[src/rtl/offl_pkg.sv]
// Constants shared by the output flip-flop force and lock register bank.
// Assumes an APB slave on a 32-bit bus with word-aligned registers.
package offl_pkg;

    // =====================================================================
    // Register indices (byte address is four times the index)
    // =====================================================================
    localparam logic [29:0] IDX_FORCED_0_15  = 30'h0080_0226;
    localparam logic [29:0] IDX_FORCED_16_20 = 30'h0080_022b;
    localparam logic [29:0] IDX_FORCED_21_28 = 30'h0080_07d7;
    localparam logic [29:0] IDX_LOCK_29_36   = 30'h0080_0bd5;
    localparam logic [29:0] IDX_FORCED_29_36 = 30'h0080_0bd7;
    localparam logic [29:0] IDX_LOCK_37_44   = 30'h0080_0cd5;

    // =====================================================================
    // Flip-flop numbering and field layout
    // =====================================================================
    localparam int NUM_FF       = 37;
    localparam int LOCK_LO      = 29;
    localparam int LOCK_HI      = 44;
    localparam int FF_BASE_D1   = 16;
    localparam int FD1_WIDTH    = 5;
    localparam int FF_TOP_D2    = 28;
    localparam int FF_TOP_D3    = 36;
    localparam int FF_TOP_L4    = 44;
    localparam int BYTE_WIDTH   = 8;
    localparam int HALF_WIDTH   = 16;

    // =====================================================================
    // Reset values
    // =====================================================================
    localparam logic [15:0] LOCK_RESET   = 16'h0000;
    localparam logic [36:0] FORCE_RESET  = 37'h00_0000_0000;
    localparam logic [31:0] RDATA_RESET  = 32'h0000_0000;

endpackage

[src/rtl/offl_if.sv]
// Carrier between the register front end and the output flip-flop bank.
// Both ends run on the same peripheral clock.
`timescale 1ns/10ps
interface offl_if #(
    parameter int N = 37
);
    logic [N-1:0] force_we;
    logic [N-1:0] force_val;
    logic [N-1:0] step;
    logic [N-1:0] q;

    modport ctl  (output force_we, output force_val, output step, input q);
    modport bank (input force_we, input force_val, input step, output q);
endinterface

[src/rtl/offl_ffbank.sv]
// Bank of timer output flip-flops with a software force path.
// Assumes force and step requests are already qualified by the front end.
`timescale 1ns/10ps
module offl_ffbank #(
    parameter int N = 37
) (
    input wire logic pclk,
    input wire logic presetn,
    offl_if.bank     ffs
);

    // =====================================================================
    // Flip-flops
    // =====================================================================
    // A forced value beats a timer event arriving in the same cycle, so a
    // software level is never lost to a coincident toggle.
    always_ff @(posedge pclk or negedge presetn) begin
        if (!presetn) begin
            ffs.q <= offl_pkg::FORCE_RESET[N-1:0];
        end else begin
            for (int i = 0; i < N; i++) begin
                if (ffs.force_we[i]) begin
                    ffs.q[i] <= ffs.force_val[i];
                end else if (ffs.step[i]) begin
                    ffs.q[i] <= ~ffs.q[i];
                end
            end
        end
    end

endmodule

[src/rtl/offl_top.sv]
// APB register bank that forces and write-locks timer output flip-flops.
// Assumes event inputs and external locks come from logic on pclk.
//
// Summary of operation
// - A lock bit of 0 lets software write its flip-flop's forced-data bit, 1 forbids it.
// - A forced-data write to a locked flip-flop is ignored and the output keeps its level.
// - Each lock bit acts alone, so unlocked neighbours in the same register still take writes.
// - Writing 0 or 1 to a forced-data bit loads that value straight into the flip-flop.
// - Without forcing, each flip-flop changes state on events of its selected timer source.
// - Every unlocked flip-flop can be forced to any level whatever its timer is doing.
// - In the 16-bit register D0 belongs to flip-flop 0, ascending to D15 for flip-flop 15.
// - In the 16-20 register D0 is flip-flop 16 up to D4 for 20, and D5 and above are unused.
// - In the 21-28 register D0 is flip-flop 28, descending to D7 for flip-flop 21.
// - In the 29-36 register D0 is flip-flop 36, descending to D7 for flip-flop 29.
// - Each flip-flop's source is a timer output or an event bus line chosen by a select.
//
// Register access over APB was decided locally.
`timescale 1ns/10ps
module offl_top #(
    parameter int N = offl_pkg::NUM_FF
) (
    input  wire logic        pclk,
    input  wire logic        presetn,
    input  wire logic        psel,
    input  wire logic        penable,
    input  wire logic        pwrite,
    input  wire logic [31:0] paddr,
    input  wire logic [31:0] pwdata,
    input  wire logic [3:0]  pstrb,
    output logic      [31:0] prdata,
    output logic             pready,
    output logic             pslverr,
    input  wire logic [28:0] ext_lock_0_28,
    input  wire logic [N-1:0] src_sel,
    input  wire logic [N-1:0] timer_evt,
    input  wire logic [N-1:0] bus_evt,
    output logic [N-1:0]     ff_out
);

    // =====================================================================
    // Declarations
    // =====================================================================
    localparam int LH = offl_pkg::LOCK_HI;
    localparam int LL = offl_pkg::LOCK_LO;

    offl_if #(.N(N)) ffs ();

    logic [LH:LL]  lock_r;
    logic [31:0]   prdata_r;
    logic          pready_r;
    logic          pslverr_r;
    logic          setup;
    logic          wr_fire;
    logic [5:0]    hit;
    logic          mapped;
    logic [N-1:0]  lock_all;
    logic [31:0]   rd_nxt;
    logic [N-1:0]  force_we_nxt;
    logic [N-1:0]  force_val_nxt;

    localparam int H_D0 = 0;
    localparam int H_D1 = 1;
    localparam int H_D2 = 2;
    localparam int H_L3 = 3;
    localparam int H_D3 = 4;
    localparam int H_L4 = 5;

    // =====================================================================
    // Address decode
    // =====================================================================
    assign setup   = psel & ~penable;
    assign wr_fire = psel & penable & pwrite & pready_r;

    always_comb begin
        hit = 6'h00;
        if (paddr[1:0] == 2'b00) begin
            hit[H_D0] = (paddr[31:2] == offl_pkg::IDX_FORCED_0_15);
            hit[H_D1] = (paddr[31:2] == offl_pkg::IDX_FORCED_16_20);
            hit[H_D2] = (paddr[31:2] == offl_pkg::IDX_FORCED_21_28);
            hit[H_L3] = (paddr[31:2] == offl_pkg::IDX_LOCK_29_36);
            hit[H_D3] = (paddr[31:2] == offl_pkg::IDX_FORCED_29_36);
            hit[H_L4] = (paddr[31:2] == offl_pkg::IDX_LOCK_37_44);
        end
    end

    assign mapped   = |hit;
    assign lock_all = {lock_r[offl_pkg::FF_TOP_D3:LL], ext_lock_0_28};

    // =====================================================================
    // Read images
    // =====================================================================
    always_comb begin
        rd_nxt = offl_pkg::RDATA_RESET;
        if (hit[H_D0]) begin
            rd_nxt[offl_pkg::HALF_WIDTH-1:0] = ffs.q[15:0];
        end
        if (hit[H_D1]) begin
            rd_nxt[offl_pkg::FD1_WIDTH-1:0] = ffs.q[20:16];
        end
        for (int k = 0; k < offl_pkg::BYTE_WIDTH; k++) begin
            if (hit[H_D2]) begin
                rd_nxt[k] = ffs.q[offl_pkg::FF_TOP_D2-k];
            end
            if (hit[H_D3]) begin
                rd_nxt[k] = ffs.q[offl_pkg::FF_TOP_D3-k];
            end
            if (hit[H_L3]) begin
                rd_nxt[k] = lock_r[offl_pkg::FF_TOP_D3-k];
            end
            if (hit[H_L4]) begin
                rd_nxt[k] = lock_r[offl_pkg::FF_TOP_L4-k];
            end
        end
    end

    // =====================================================================
    // Force requests
    // =====================================================================
    // The lock is checked bit by bit, so a write to a partly locked
    // register still reaches its unlocked flip-flops.
    always_comb begin
        force_we_nxt  = '0;
        force_val_nxt = '0;
        if (wr_fire && hit[H_D0] && (pstrb[1:0] == 2'b11)) begin
            for (int i = 0; i < offl_pkg::HALF_WIDTH; i++) begin
                force_we_nxt[i]  = ~lock_all[i];
                force_val_nxt[i] = pwdata[i];
            end
        end
        if (wr_fire && hit[H_D1] && pstrb[0]) begin
            for (int i = 0; i < offl_pkg::FD1_WIDTH; i++) begin
                force_we_nxt[offl_pkg::FF_BASE_D1+i]  = ~lock_all[offl_pkg::FF_BASE_D1+i];
                force_val_nxt[offl_pkg::FF_BASE_D1+i] = pwdata[i];
            end
        end
        for (int k = 0; k < offl_pkg::BYTE_WIDTH; k++) begin
            if (wr_fire && hit[H_D2] && pstrb[0]) begin
                force_we_nxt[offl_pkg::FF_TOP_D2-k]  = ~lock_all[offl_pkg::FF_TOP_D2-k];
                force_val_nxt[offl_pkg::FF_TOP_D2-k] = pwdata[k];
            end
            if (wr_fire && hit[H_D3] && pstrb[0]) begin
                force_we_nxt[offl_pkg::FF_TOP_D3-k]  = ~lock_all[offl_pkg::FF_TOP_D3-k];
                force_val_nxt[offl_pkg::FF_TOP_D3-k] = pwdata[k];
            end
        end
    end

    assign ffs.force_we  = force_we_nxt;
    assign ffs.force_val = force_val_nxt;
    assign ffs.step      = src_sel & bus_evt | ~src_sel & timer_evt;

    offl_ffbank #(.N(N)) u_bank (
        .pclk    (pclk),
        .presetn (presetn),
        .ffs     (ffs)
    );

    assign ff_out = ffs.q;

    // =====================================================================
    // Lock registers
    // =====================================================================
    always_ff @(posedge pclk or negedge presetn) begin
        if (!presetn) begin
            lock_r <= offl_pkg::LOCK_RESET;
        end else if (wr_fire && pstrb[0]) begin
            for (int k = 0; k < offl_pkg::BYTE_WIDTH; k++) begin
                if (hit[H_L3]) begin
                    lock_r[offl_pkg::FF_TOP_D3-k] <= pwdata[k];
                end
                if (hit[H_L4]) begin
                    lock_r[offl_pkg::FF_TOP_L4-k] <= pwdata[k];
                end
            end
        end
    end

    // =====================================================================
    // APB answer
    // =====================================================================
    // Read data are captured in the setup cycle so that prdata leaves a
    // flip-flop; the cost is that a force landing in that same cycle is
    // not yet visible in the value read.
    always_ff @(posedge pclk or negedge presetn) begin
        if (!presetn) begin
            pready_r <= 1'b0;
        end else begin
            pready_r <= setup;
        end
    end

    always_ff @(posedge pclk or negedge presetn) begin
        if (!presetn) begin
            prdata_r <= offl_pkg::RDATA_RESET;
        end else if (setup) begin
            prdata_r <= pwrite ? offl_pkg::RDATA_RESET : rd_nxt;
        end
    end

    always_ff @(posedge pclk or negedge presetn) begin
        if (!presetn) begin
            pslverr_r <= 1'b0;
        end else if (setup) begin
            pslverr_r <= ~mapped | (pwrite & hit[H_D0] & (pstrb[1:0] != 2'b11));
        end else begin
            pslverr_r <= 1'b0;
        end
    end

    assign prdata  = prdata_r;
    assign pready  = pready_r;
    assign pslverr = pslverr_r;
endmodule

[config.mk]
export PLATFORM = sky130hd
export DESIGN_NAME = offl_top
export DESIGN_NICKNAME = d
export VERILOG_FILES = /design/src/rtl/offl_pkg.sv /design/src/rtl/offl_if.sv /design/src/rtl/offl_ffbank.sv /design/src/rtl/offl_top.sv
export SDC_FILE = /design/constraint.sdc
export NUM_CORES = 1
export LEC_CHECK = 0
export BUFFER_PORTS_ARGS = -buffer_cell sky130_fd_sc_hd__buf_2
export CAP_MARGIN = 20
export CORE_AREA = 2 2 111 113
export CTS_CLUSTER_SIZE = 28
export DETAILED_ROUTE_END_ITERATION = 6
export DIE_AREA = 0 0 113 115
export HOLD_SLACK_MARGIN = 0.1
export MAX_ROUTING_LAYER = met4
export PLACE_DENSITY = 0.71
export SLEW_MARGIN = 20
export SYNTH_ARGS = -nofsm -noshare
export SYNTH_HDL_FRONTEND = slang
export SYNTH_SLANG_ARGS = --single-unit
[constraint.sdc]
create_clock -name pclk -period 2.1 [get_ports pclk]
set_clock_uncertainty 0.05 [all_clocks]
set_input_delay 0.42 -clock pclk [delete_from_list [all_inputs] [get_ports pclk]]
set_output_delay 0.42 -clock pclk [all_outputs]
set_load 0.02 [all_outputs]
# Word-level counts from Yosys, hierarchy flattened
# Cells that the tools add are included.
[totals] reg_bits=87 latchBits=0 mem_bits_ro=0 wordCells=334 memories=0 inputBits=213 out_inout_bits=71 ram_bits=0
[op_classes] mul=0 n_div=0 reduce_logical=50 order_cmp=0 shift=0 n_bitwise=87 addsub=0 eq_ne=8 n_mux=147
[op_table] cell="$eq A30 B24 Y1 const B" count=6
[op_table] cell="$mux W1" count=139
[op_table] cell="$not A1 Y1" count=76
[op_table] cell="$and A37 B37 Y37" count=2
[op_table] cell="$reduce_bool A2 Y1" count=37
[op_table] cell="$mux W16" count=4
[op_table] cell="$not A37 Y37" count=1
[op_table] cell="$or A37 B37 Y37" count=1
[op_table] cell="$mux W5" count=3
[op_table] cell="$logic_and A1 B1 Y1" count=9
[op_table] cell="$and A1 B1 Y1" count=6
[op_table] cell="$mux W6" count=1
[op_table] cell="$reduce_or A6 Y1" count=1
[op_table] cell="$reduce_and A2 Y1" count=2
[op_table] cell="$eq A2 B2 Y1 const B" count=1
[op_table] cell="$logic_not A2 Y1" count=1
[op_table] cell="$ne A2 B2 Y1 const B" count=1
[op_table] cell="$or A1 B1 Y1" count=1

# Logic depth before layout (Yosys ltp)
# Gate-level depths: netlist of the first run.
[logic_depth] depth_word=9 ltp_mapped=7 depth_no_buf=5

# By module
# Synthesis of the first run repeated with hierarchy kept, for this count alone.
[hier_totals] hier_cells=473 area_unflattened_um2=4495.6
[modules_own_cells] module="offl_top" cells_each=325 area_per_inst_um2=2921.6 instances=1 seq_area_each_um2=850.8
[modules_own_cells] module="offl_ffbank" cells_each=148 area_per_inst_um2=1574.0 instances=1 seq_area_each_um2=925.9

# Worst setup path before layout of the first run
# No wires, ideal clock.
[synth_timing] path_type="input to register" from="input paddr[15]" to="register u_bank.ffs.q[0]" t_required_ps=1925 setup_time_ps=125 path_buffers=2 arrival_ps=2302 stages=7 setup_slack_ps=-377 path_cell_list="or4_1 > buf_6 > nor4_4 > nand4_4 > buf_6 > nor2_1 > mux2_2"
[synth_between] elab_chain_cells=6 elab_cells_between_ends=8 classes_between="1 x eq/ne; 4 x mux; 3 x reduce/logical"
[synth_lines] item="from (decl)" line="offl_top.sv:27" source="input wire logic [31:0] paddr,"
[synth_lines] item="$eq A30 B24 Y1 *" line="offl_top.sv:77" source="hit[H_D0] = (paddr[31:2] == offl_pkg::IDX_FORCED_0_15);"
[synth_lines] item="$mux W6 *" line="offl_top.sv:76" source="if (paddr[1:0] == 2'b00) begin"
[synth_lines] item="$logic_and A1 B1 Y1 * (2 in series)" line="offl_top.sv:124" source="if (wr_fire && hit[H_D0] && (pstrb[1:0] == 2'b11)) begin"
[synth_lines] item="$mux W16" line="offl_top.sv:124"
[synth_lines] item="$mux W1 / $reduce_bool A2 Y1 (equally long branches)"
[synth_lines] item="to (signal assigned)" line="offl_ffbank.sv:19" source="ffs.q <= offl_pkg::FORCE_RESET[N-1:0];"
[synth_lines] item="to (signal, indexed assignment)" line="offl_ffbank.sv:23" source="ffs.q[i] <= ffs.force_val[i];"
[synth_lines] item="to (signal, indexed assignment)" line="offl_ffbank.sv:25" source="ffs.q[i] <= ~ffs.q[i];"
[synth_lines] item="to (decl)" line="offl_if.sv:13" source="modport bank (input force_we, input force_val, input step, output q);"
# Mark *: on every way between the ends. The rest lies on a longest branch, timed or not.
# A chain may end at the register's enable or synchronous reset.

# Worst setup path in the final report of the first run
[layout_timing] from="input paddr[16]" to="register u_bank.ffs.q[18]"
[layout_between] elab_chain_cells=6 elab_cells_between_ends=8 classes_between="1 x eq/ne; 4 x mux; 3 x reduce/logical"
[layout_lines] item="$eq A30 B24 Y1 *" line="offl_top.sv:78" source="hit[H_D1] = (paddr[31:2] == offl_pkg::IDX_FORCED_16_20);"
[layout_lines] item="$mux W6 *" line="offl_top.sv:76"
[layout_lines] item="$logic_and A1 B1 Y1 * (2 in series)" line="offl_top.sv:130" source="if (wr_fire && hit[H_D1] && pstrb[0]) begin"
[layout_lines] item="$mux W5" line="offl_top.sv:130"
[layout_lines] item="$mux W1 / $reduce_bool A2 Y1 (equally long branches)"
# Marks and branches as above.

==> results of run 1 <==
[area by class of cell]
| type | count | area share [%] |
|---|---|---|
| multi-input combinational | 299 | 41.3 |
| timing repair buffer | 311 | 25.8 |
| sequential | 71 | 25.2 |
| clock buffer | 11 | 3.45 |
| tap | 147 | 2.61 |
| clock inverter | 5 | 1.16 |
| inverter | 7 | 0.373 |
[how the worst max path moves through the flow]
stage / slack (ns) / start / end
5_1_grt: -0.16 / paddr[16] / u_bank.ffs.q[20]$_DFFE_PN0P_
3_5_place_dp: -0.57 / paddr[15] / u_bank.ffs.q[27]$_DFFE_PN0P_
6_report: -0.10 / paddr[16] / u_bank.ffs.q[18]$_DFFE_PN0P_
3_3_place_gp: -0.59 / paddr[15] / u_bank.ffs.q[21]$_DFFE_PN0P_
2_1_floorplan: -0.30 / paddr[15] / u_bank.ffs.q[0]$_DFFE_PN0P_
4_1_cts: -0.09 / paddr[16] / u_bank.ffs.q[18]$_DFFE_PN0P_
[per-stage QoR]
step                utilization [%]  worst slack, ns  instances
floorplan                         -           -0.297        400
global placement               52.4           -0.591        828
detailed placement             52.4           -0.566        828
CTS                            58.2          -0.0861        852
global route                   59.6           -0.155        851
finish                         59.6           -0.103        851
[cell usage in the layout (no fill, tap or decap), types with 3 or more instances in the layout]
master / instances
a221oi_1: 3
buf_4: 50
nand2_1: 10
a222oi_1: 5
nand3_1: 5
buf_2: 246
a22oi_1: 4
o21ai_0: 6
o31ai_1: 3
mux2i_1: 37
xnor2_1: 37
nand4_4: 3
inv_1: 7
mux2_4: 33
a211oi_1: 4
o2bb2ai_1: 5
nand4_1: 4
mux2_2: 20
nor4_2: 3
a221o_1: 4
dfrtp_1: 71
buf_6: 8
nor4_1: 3
a22o_1: 16
buf_12: 4
nor4_4: 6
nor2_4: 31
and3_1: 3
clkbuf_16: 9
nor2_1: 7
conb_1: 16
or4b_4: 4
nor2_2: 7
[where the power goes]
part           switching [mW]  internal, mW
sequential              0.383          1.74
combinational            1.10          1.21
clock                   0.592          1.07
total                    2.07          4.03
[state kept, by name, indices dropped and copies added, names as in the netlist]
register,flops
u_bank.ffs.q,37
lock_r,16
pslverr,1
prdata,16
pready,1
[what timing repair did]
| action | CTS | global route |
|---|---|---|
| hold endpoints to repair | 36 | 0 |
| gates resized for setup | 81 | 40 |
| gates cloned | 0 | 0 |
| hold buffers | 1 | 0 |
| setup endpoints to repair | 46 | 63 |
| pin swaps | 12 | 14 |
| setup buffers | 8 | 0 |
[metal layers]
| metal | up-vias | part of all wire, % | wire length (um) | GRT usage [%] |
|---|---|---|---|---|
| met2 | 199 | 53 | 7820 | 41.3 |
| met5 | - | 0 | 0 | - |
| met1 | 2116 | 39 | 5880 | 27.2 |
| met4 | 0 | 1.2 | 172 | 5.20 |
| li1 | 2046 | - | - | - |
| met3 | 16 | 6.9 | 1020 | 3.16 |
[cells by family after synthesis]
family | Yosys count
simple gates | 103
mux | 90
flops | 71
compound gates | 53
xor+xnor | 37
buf+inv | 30
other cells | 1
==> impl_metrics.py, run 1 <==
metrics = {
    "synthesis": {
        "synthMuxAreaShare_pct": 21.9,
        "synth-compound-area-share_pct": 10.0,
        "synthDistinctLibCells": 48,
        "synth-seq-area-share_pct": 40.3,
        "yosys.area_share.adder_pct": 0,
        "synth-edff-count": 0,
        "synth_area_um2": 4410,
        "synth_xor_area_share_pct": 7.35,
        "async_flop_share_pct": 100,
        "ys_ff_latch": 71,
        "yosysTopAreaCell": "dfrtp_1",
        "synth_simple_gate_area_share_pct": 16.0,
        "synth.most_common_cell": "dfrtp_1",
        "synth_top_family_by_area": "multiplexers",
        "synthCells": 385,
        "synth.avg_cell_area_um2": 11.5,
        "synth_ff_type": "dfrtp_1",
        "synth_top_area_share_pct": 40.3,
        "ys_warn_count": 0,
        "synth.area.top_cells": "dfrtp_1 40%, mux2_2 14%, mux2i_1 8.4%",
        "ys_top_cells_by_count": "71 x dfrtp_1, 53 x mux2_2, 44 x nor2_1",
    },
    "setup_path": {
        "r2r_cells": 6,
        "path_cells": "buf_6 -> or4_4 -> buf_12 -> nor4_4 -> nand4_1 -> buf_4 -> nor2_4 -> mux2_4",
        "crit_cells": 8,
        "critPathMaxStageDelay_ns": 0.60,
        "r2r_end": "u_bank.ffs.q[18]$_DFFE_PN0P_",
        "crit_family": "simple AND/OR/NAND/NOR gates",
        "worstSetupStartpointType": "primary input",
        "r2r_slack_ns": 0.28,
        "cp_max_fo": 5,
        "worst-path-buf-inv": 3,
        "r2r-start": "pready$_DFF_PN0_",
        "crit_type": "primary input to flop",
        "end_kind": "flop",
        "required_ns": 2.27,
        "cp_slowest_cell": "or4_4",
        "cp_data_arrival_time_ns": 2.37,
    },
    "clocking": {
        "cts_tree": "yes",
        "cts_buffers": 9,
        "path_clk_slew_ns": 0.06,
        "cts_root_buffer": "clkbuf_16",
        "cts_max_level": 3,
        "worst_skew_pair.late_latency_ns": 0.33,
        "clock_sinks": 71,
        "cts_buffer_depth": 2,
    },
    "global_route": {
        "grt_overflow_total": 0,
        "gr-usage-all-layers_pct": 22.9,
        "grt_max_degree": 38,
        "antenna_found_initial": 0,
        "grt_pass1_vias": 4409,
        "grt_pass1_wl_um": 22300,
    },
    "power": {
        "irDropWorstVdd_mv": 0.587,
        "power_mw": 6.10,
        "power.density_nw_per_um2": 867,
        "p_leak_nw": 3.58,
    },
    "die": {
        "start_util_pct": 37.3,
        "boundaryPins": 284,
        "die_w_um": 113,
        "coreArea_um2": 11800,
        "die_h_um": 115,
        "fp.dieArea_um2": 13000,
        "fp-row-count": 40,
    },
    "status": {
        "violations": "design-rule violations, negative setup slack",
        "outcome": "finished with violations",
    },
    "cells_and_area": {
        "syn_to_final_growth_pct": 59.5,
        "multiInputGateArea_um2": 2910,
        "drive_gt1_share_pct": 62.5,
        "seqCellArea_um2": 1780,
        "final_area_um2": 7040,
        "nFillCells": 982,
        "antennaDiodeCount": 0,
        "nets": 912,
    },
    "route": {
        "viasPerCell": 5.14,
        "routedWlPerCell_um": 17.5,
        "firstDrtPassIters": 7,
        "drt_wl_total_um": 14900,
        "dr_total_vias": 4377,
        "drt_iter0_drc": 265,
        "drc_errors": 19,
        "antenna_left": 0,
    },
    "sta": {
        "final_hold_viol_count": 0,
        "rsz0062_at_grt": "yes",
        "fin_hold_ws_ns": 0.273,
        "min_period_over_period_pct": 105,
        "setup_viol": 35,
        "worst_slew_pin_slew_ns": 0.528,
        "fmax_mhz": 454,
        "fin_ws_ns": -0.103,
        "setup_tns_ns": -1.24,
        "min_period_ns": 2.20,
        "timing.slew.headroom_pct": 64.8,
        "drv_slew": 0,
    },
    "placed_design": {
        "place.gp.congestion": 0.824,
        "port_buffers": 249,
        "placed_area_um2": 6190,
        "hpwl_um": 11400,
    },
    "hold_path": {
        "hold_depth": 2,
        "holdPathEnd": "u_bank.ffs.q[15]$_DFFE_PN0P_",
        "hp-class": "primary input to flop",
        "worstHoldStart": "pwdata[15]",
    },
    "run": {
        "maxCapViolations": 0,
    },
}
Power figures use the tool's default switching activity.
==> run 2, diff against run 1 <==
--- a/config.mk
+++ b/config.mk
@@ -13,7 +13,7 @@
 export DIE_AREA = 0 0 113 115
 export HOLD_SLACK_MARGIN = 0.1
 export MAX_ROUTING_LAYER = met4
-export PLACE_DENSITY = 0.71
+export PLACE_DENSITY = 0.75
 export SLEW_MARGIN = 20
 export SYNTH_ARGS = -nofsm -noshare
 export SYNTH_HDL_FRONTEND = slang
==> run 2 against run 1 <==
Net effect: the run still ends with design-rule violations, negative setup slack left; non-clock buffer count down 1; first-iteration DRC count up 6.4%; worst setup slack better by 0.054 ns; via count unchanged; largest cell class unchanged; global-route usage down 0.31 points; routed wire length up 0.80%; combinational power down 3%; core utilization down 1.2 points; die area unchanged; power down 3.0%.
==> impl_metrics.py, run 2 (synthesis gave the netlist of run 1 again) <==
metrics = {
    "clocking": {
        "worst_skew_pair.late_latency_ns": 0.33,
        "clock_sinks": 71,
        "cts_max_level": 3,
        "cts_tree": "yes",
        "path_clk_slew_ns": 0.05,
        "cts_root_buffer": "clkbuf_16",
        "cts_buffer_depth": 2,
        "cts_buffers": 9,
    },
    "route": {
        "met2WireLength_um": 7910,
        "wl_met1_um": 5940,
        "antenna_left": 0,
        "drt_iter0_drc": 282,
        "dr_wl_met3_um": 1030,
        "drt_wl_total_um": 15000,
        "routed.top_layer": "met4",
        "viasPerCell": 5.14,
        "routedWlPerCell_um": 17.6,
        "drc_errors": 17,
        "dr_total_vias": 4377,
        "firstDrtPassIters": 7,
    },
    "die": {
        "fp-row-count": 40,
        "fp.dieArea_um2": 13000,
        "start_util_pct": 37.3,
        "die_h_um": 115,
        "die_w_um": 113,
        "coreArea_um2": 11800,
        "boundaryPins": 284,
    },
    "cells_and_area": {
        "final_cells": 851,
        "nFillCells": 1024,
        "top_register": "u_bank.ffs.q",
        "final_common_cell": "buf_2",
        "largest_reg_flops": 37,
        "multiInputGateArea_um2": 2790,
        "seqCellArea_um2": 1780,
        "layout_common_cells": "243 x buf_2, 71 x dfrtp_1, 47 x buf_4, 37 x mux2i_1, 37 x xnor2_1",
        "syn_to_final_growth_pct": 56.4,
        "nets": 911,
        "drive_gt1_share_pct": 60.5,
    },
    "placed_design": {
        "place.gp.congestion": 0.883,
        "dpl.cell_count": 826,
        "hpwl_um": 11700,
        "port_buffers": 249,
    },
    "global_route": {
        "grt_pass1_vias": 4405,
        "grt_max_degree": 41,
        "antenna_found_initial": 1,
        "gr-usage-all-layers_pct": 22.6,
        "grt_overflow_total": 0,
        "grt_pass1_wl_um": 22100,
    },
    "sta": {
        "timing.slew.headroom_pct": 67.4,
        "rsz0062_at_grt": "yes",
        "min_period_ns": 2.15,
        "final_hold_viol_count": 0,
        "fin_hold_ws_ns": 0.274,
        "setup_viol": 7,
        "drv_slew": 0,
        "fmax_mhz": 465,
        "worst_slew_pin_slew_ns": 0.483,
        "setup_tns_ns": -0.201,
        "min_period_over_period_pct": 102,
        "fin_ws_ns": -0.0488,
    },
    "setup_path": {
        "crit_cells": 8,
        "required_ns": 2.26,
        "path_cells": "buf_6 -> or4b_4 -> nor4_4 -> nand4_1 -> buf_6 -> buf_6 -> nor2_4 -> mux2_4",
        "cp_slowest_cell": "or4b_4",
        "cp_data_arrival_time_ns": 2.31,
        "cp_max_fo": 3,
        "end_kind": "flop",
        "critPathMaxStageDelay_ns": 0.56,
        "worst-path-buf-inv": 3,
        "crit_path_frequent_cell": "buf_6",
        "crit_family": "simple AND/OR/NAND/NOR gates",
        "crit_type": "primary input to flop",
        "worstSetupStartpointType": "primary input",
        "r2r_cells": 7,
    },
    "power": {
        "power.density_nw_per_um2": 858,
        "irDropWorstVdd_mv": 0.532,
        "p_leak_nw": 3.53,
        "power_mw": 5.92,
    },
    "status": {
        "violations": "design-rule violations, negative setup slack",
        "outcome": "finished with violations",
    },
    "hold_path": {
        "hold_depth": 2,
        "hp-class": "primary input to flop",
    },
    "run": {
        "maxCapViolations": 0,
    },
}
run 2: cell types whose count changed in the layout (fill, tap and decap cells not counted), moves of 2 or more:
cell        previous run  this run
buf_2                246       243
buf_8                  2         4
nor2_2                 7         5
mux2_2                20        28
nor4_1                 3         5
clkinvlp_4             1         3
mux2_4                33        25
nor2_4                31        22
nor4_2                 3         1
buf_4                 50        47
buf_12                 4         1
nor2_1                 7        18
buf_6                  8        14
run 2: stage by stage:
stage / cell area [um2] / util (%) / setup slack [ns]
4_1_cts: 6700 / 56.8 / -0.0302
6_report: 6900 / 58.4 / -0.0488
2_1_floorplan: 4480 / - / -0.297
3_3_place_gp: 6160 / 52.2 / -0.574
3_5_place_dp: 6160 / 52.2 / -0.558
5_1_grt: 6900 / 58.4 / -0.0949
run 2: final timing paths:
path,startpoint,end,slack (ns)
worst max-delay path,paddr[13],u_bank.ffs.q[18]$_DFFE_PN0P_,-0.05
worst min-delay path,pwdata[15],u_bank.ffs.q[15]$_DFFE_PN0P_,0.27
worst max register to register,pready$_DFF_PN0_,u_bank.ffs.q[18]$_DFFE_PN0P_,0.26
worst min register to register,prdata[13]$_DFFE_PN0P_,prdata[13]$_DFFE_PN0P_,0.45
max in group asynchronous,presetn,u_bank.ffs.q[28]$_DFFE_PN0P_,0.90
min in group asynchronous,presetn,u_bank.ffs.q[10]$_DFFE_PN0P_,0.53
run 2: timing repair:
action	4_1_cts	5_1_grt
endpoints found under the hold margin	31	0
pin swaps	14	16
endpoints found under the setup margin	35	57
gates resized for setup	52	48
setup buffers	5	2
hold buffers	1	0
cloned	0	0
run 2: per-layer routing:
metal  up-vias  global-route usage (%)
met2       190                    40.6
met3        13                    5.06
met4         0                    4.63
met5         -                       -
met1      2138                    25.9
li1       2036                       -
run 2: where the power goes:
group,leakage (nW),switching (mW),internal (mW),total (mW)
combinational,2.49,1.07,1.17,2.25
clock,0.138,0.576,0.949,1.53
sequential,0.904,0.400,1.74,2.14
run 2: area by class of cell:
class | count | share of cell area [%]
multi-input combinational | 299 | 40.5
timing repair buffer | 310 | 26.3
sequential | 71 | 25.8
clock buffer | 11 | 3.52
tap | 147 | 2.67
clock inverter | 5 | 0.834
inverter | 7 | 0.381
antenna | 1 | 0.0363
==> run 3, diff against run 2 <==
--- a/config.mk
+++ b/config.mk
@@ -14,6 +14,7 @@
 export HOLD_SLACK_MARGIN = 0.1
 export MAX_ROUTING_LAYER = met4
 export PLACE_DENSITY = 0.75
+export SKIP_CTS_REPAIR_TIMING = 1
 export SLEW_MARGIN = 20
 export SYNTH_ARGS = -nofsm -noshare
 export SYNTH_HDL_FRONTEND = slang
==> run 3 against run 2 <==
Net effect: the run still ends with design-rule violations, negative setup slack left; final area is 0.78% higher; fmax decreased by 1.6%; combinational power hardly changed; power rose by 0.30%; hold slack about the same; critical path type unchanged; critical endpoint is now u_bank.ffs.q[19]$_DFFE_PN0P_; largest power group unchanged.
==> impl_metrics.py, run 3 (synthesis gave the netlist of run 1 again) <==
metrics = {
    "sta": {
        "rsz0062_at_grt": "yes",
        "fin_hold_ws_ns": 0.274,
        "min_period_ns": 2.18,
        "drv_slew": 0,
        "setup_viol": 20,
        "setup_tns_ns": -0.775,
        "fmax_mhz": 458,
        "min_period_over_period_pct": 104,
        "fin_ws_ns": -0.0834,
        "final_hold_viol_count": 0,
    },
    "cells_and_area": {
        "top_register": "u_bank.ffs.q",
        "layout_common_cells": "245 x buf_2, 71 x dfrtp_1, 48 x buf_4, 37 x mux2i_1, 37 x xnor2_1",
        "syn_to_final_growth_pct": 57.6,
        "drive_gt1_share_pct": 62.1,
        "final_util_pct": 58.9,
        "nFillCells": 1010,
        "final_common_cell": "buf_2",
        "largest_reg_flops": 37,
        "nets": 910,
    },
    "clocking": {
        "clock_sinks": 71,
        "cts_tree": "yes",
        "cts_buffer_depth": 2,
        "cts_buffers": 9,
        "cts_max_level": 3,
        "worst_skew_pair.late_latency_ns": 0.33,
        "path_clk_slew_ns": 0.06,
        "cts_root_buffer": "clkbuf_16",
    },
    "placed_design": {
        "port_buffers": 249,
        "dp_slack_ns": -0.558,
        "place.gp.congestion": 0.883,
        "hpwl_um": 11700,
    },
    "global_route": {
        "grt_overflow_total": 0,
        "gr-usage-all-layers_pct": 22.0,
        "antenna_found_initial": 1,
        "grt_pass1_vias": 4337,
        "grt_pass1_wl_um": 21500,
        "grt_max_degree": 41,
    },
    "die": {
        "fp-row-count": 40,
        "start_util_pct": 37.3,
        "die_w_um": 113,
        "die_h_um": 115,
        "boundaryPins": 284,
        "coreArea_um2": 11800,
        "fp.dieArea_um2": 13000,
    },
    "setup_path": {
        "cp_max_fo": 3,
        "required_ns": 2.27,
        "worst-path-buf-inv": 3,
        "crit_type": "primary input to flop",
        "end_kind": "flop",
        "critPathMaxStageDelay_ns": 0.56,
        "worstSetupStartpointType": "primary input",
        "crit_family": "simple AND/OR/NAND/NOR gates",
        "cp_slowest_cell": "or4b_4",
        "cp_data_arrival_time_ns": 2.35,
        "path_cells": "buf_8 -> or4b_4 -> nor4_4 -> nand4_1 -> buf_4 -> buf_6 -> nor2_4 -> mux2_4",
    },
    "route": {
        "antenna_left": 0,
        "drc_errors": 18,
        "dr_total_vias": 4418,
        "routedWlPerCell_um": 17.7,
        "viasPerCell": 5.20,
        "firstDrtPassIters": 7,
        "drt_iter0_drc": 308,
        "drt_wl_total_um": 15000,
    },
    "status": {
        "violations": "design-rule violations, negative setup slack",
        "outcome": "finished with violations",
    },
    "power": {
        "p_leak_nw": 3.53,
        "irDropWorstVdd_mv": 0.531,
        "power.density_nw_per_um2": 853,
    },
    "run": {
        "maxCapViolations": 0,
    },
    "hold_path": {
        "hp-class": "primary input to flop",
    },
}
==> run 3: changes by cell type in the layout (fill, tap and decap cells not counted), moves of 4 or more <==
| cell | change |
|---|---|
| nor2_4 | +6 |
| buf_6 | -4 |
| mux2_2 | -4 |
| mux2_4 | +4 |
| nor2_2 | +5 |
| nor2_1 | -11 |
==> run 3: path summary, 6_finish.rpt <==
path                                                endpoint  cells after the start                    from  slack [ns]
worst max register to register  u_bank.ffs.q[19]$_DFFE_PN0P_                      7        pready$_DFF_PN0_        0.29
min in group asynchronous       u_bank.ffs.q[10]$_DFFE_PN0P_                      2                 presetn        0.53
worst min register to register        prdata[10]$_DFFE_PN0P_                      1  prdata[10]$_DFFE_PN0P_        0.45
worst max-delay path            u_bank.ffs.q[19]$_DFFE_PN0P_                      8               paddr[10]       -0.08
worst min-delay path            u_bank.ffs.q[15]$_DFFE_PN0P_                      2              pwdata[15]        0.27
max in group asynchronous              prdata[1]$_DFFE_PN0P_                      3                 presetn        0.90
==> run 3: per-stage QoR <==
stage	area [um2]	std cells	total power, mW
after global routing	6950	850	6.25
after CTS	6460	842	5.77
final	6950	850	5.93
after detailed placement	6160	826	4.23
after floorplan	4480	400	3.39
after global placement	6160	826	4.18
==> run 3: worst reg2reg max path, cell delays in order, from the launching register on <==
cell	delay (ns)
dfrtp_1	0.37
nand4_1	0.14
nor2_1	0.30
nand4_1	0.14
buf_4	0.18
buf_6	0.14
nor2_4	0.10
mux2_4	0.29
==> run 3: power breakdown <==
part	leakage [nW]	internal [mW]	switching, mW
clock	0.138	0.949	0.573
sequential	0.904	1.74	0.398
combinational	2.49	1.19	1.08
==> run 3: area by class of cell <==
type,count,area (um2),area share [%]
multi-input cells,299,2870,41.3
repair buffers,309,1790,25.8
flip-flops and latches,71,1780,25.6
clock buffers,11,243,3.49
well taps,147,184,2.65
clock inverters,5,57.6,0.828
inverters,7,26.3,0.378
diodes,1,2.50,0.0360
==> run 3: metal layers <==
layer,global-route usage [%],vias up,wire length [um]
li1,-,2036,-
met1,25.0,2168,5940
met2,39.6,198,7930
met3,5.06,16,1000
met4,4.63,0,137
met5,-,-,0
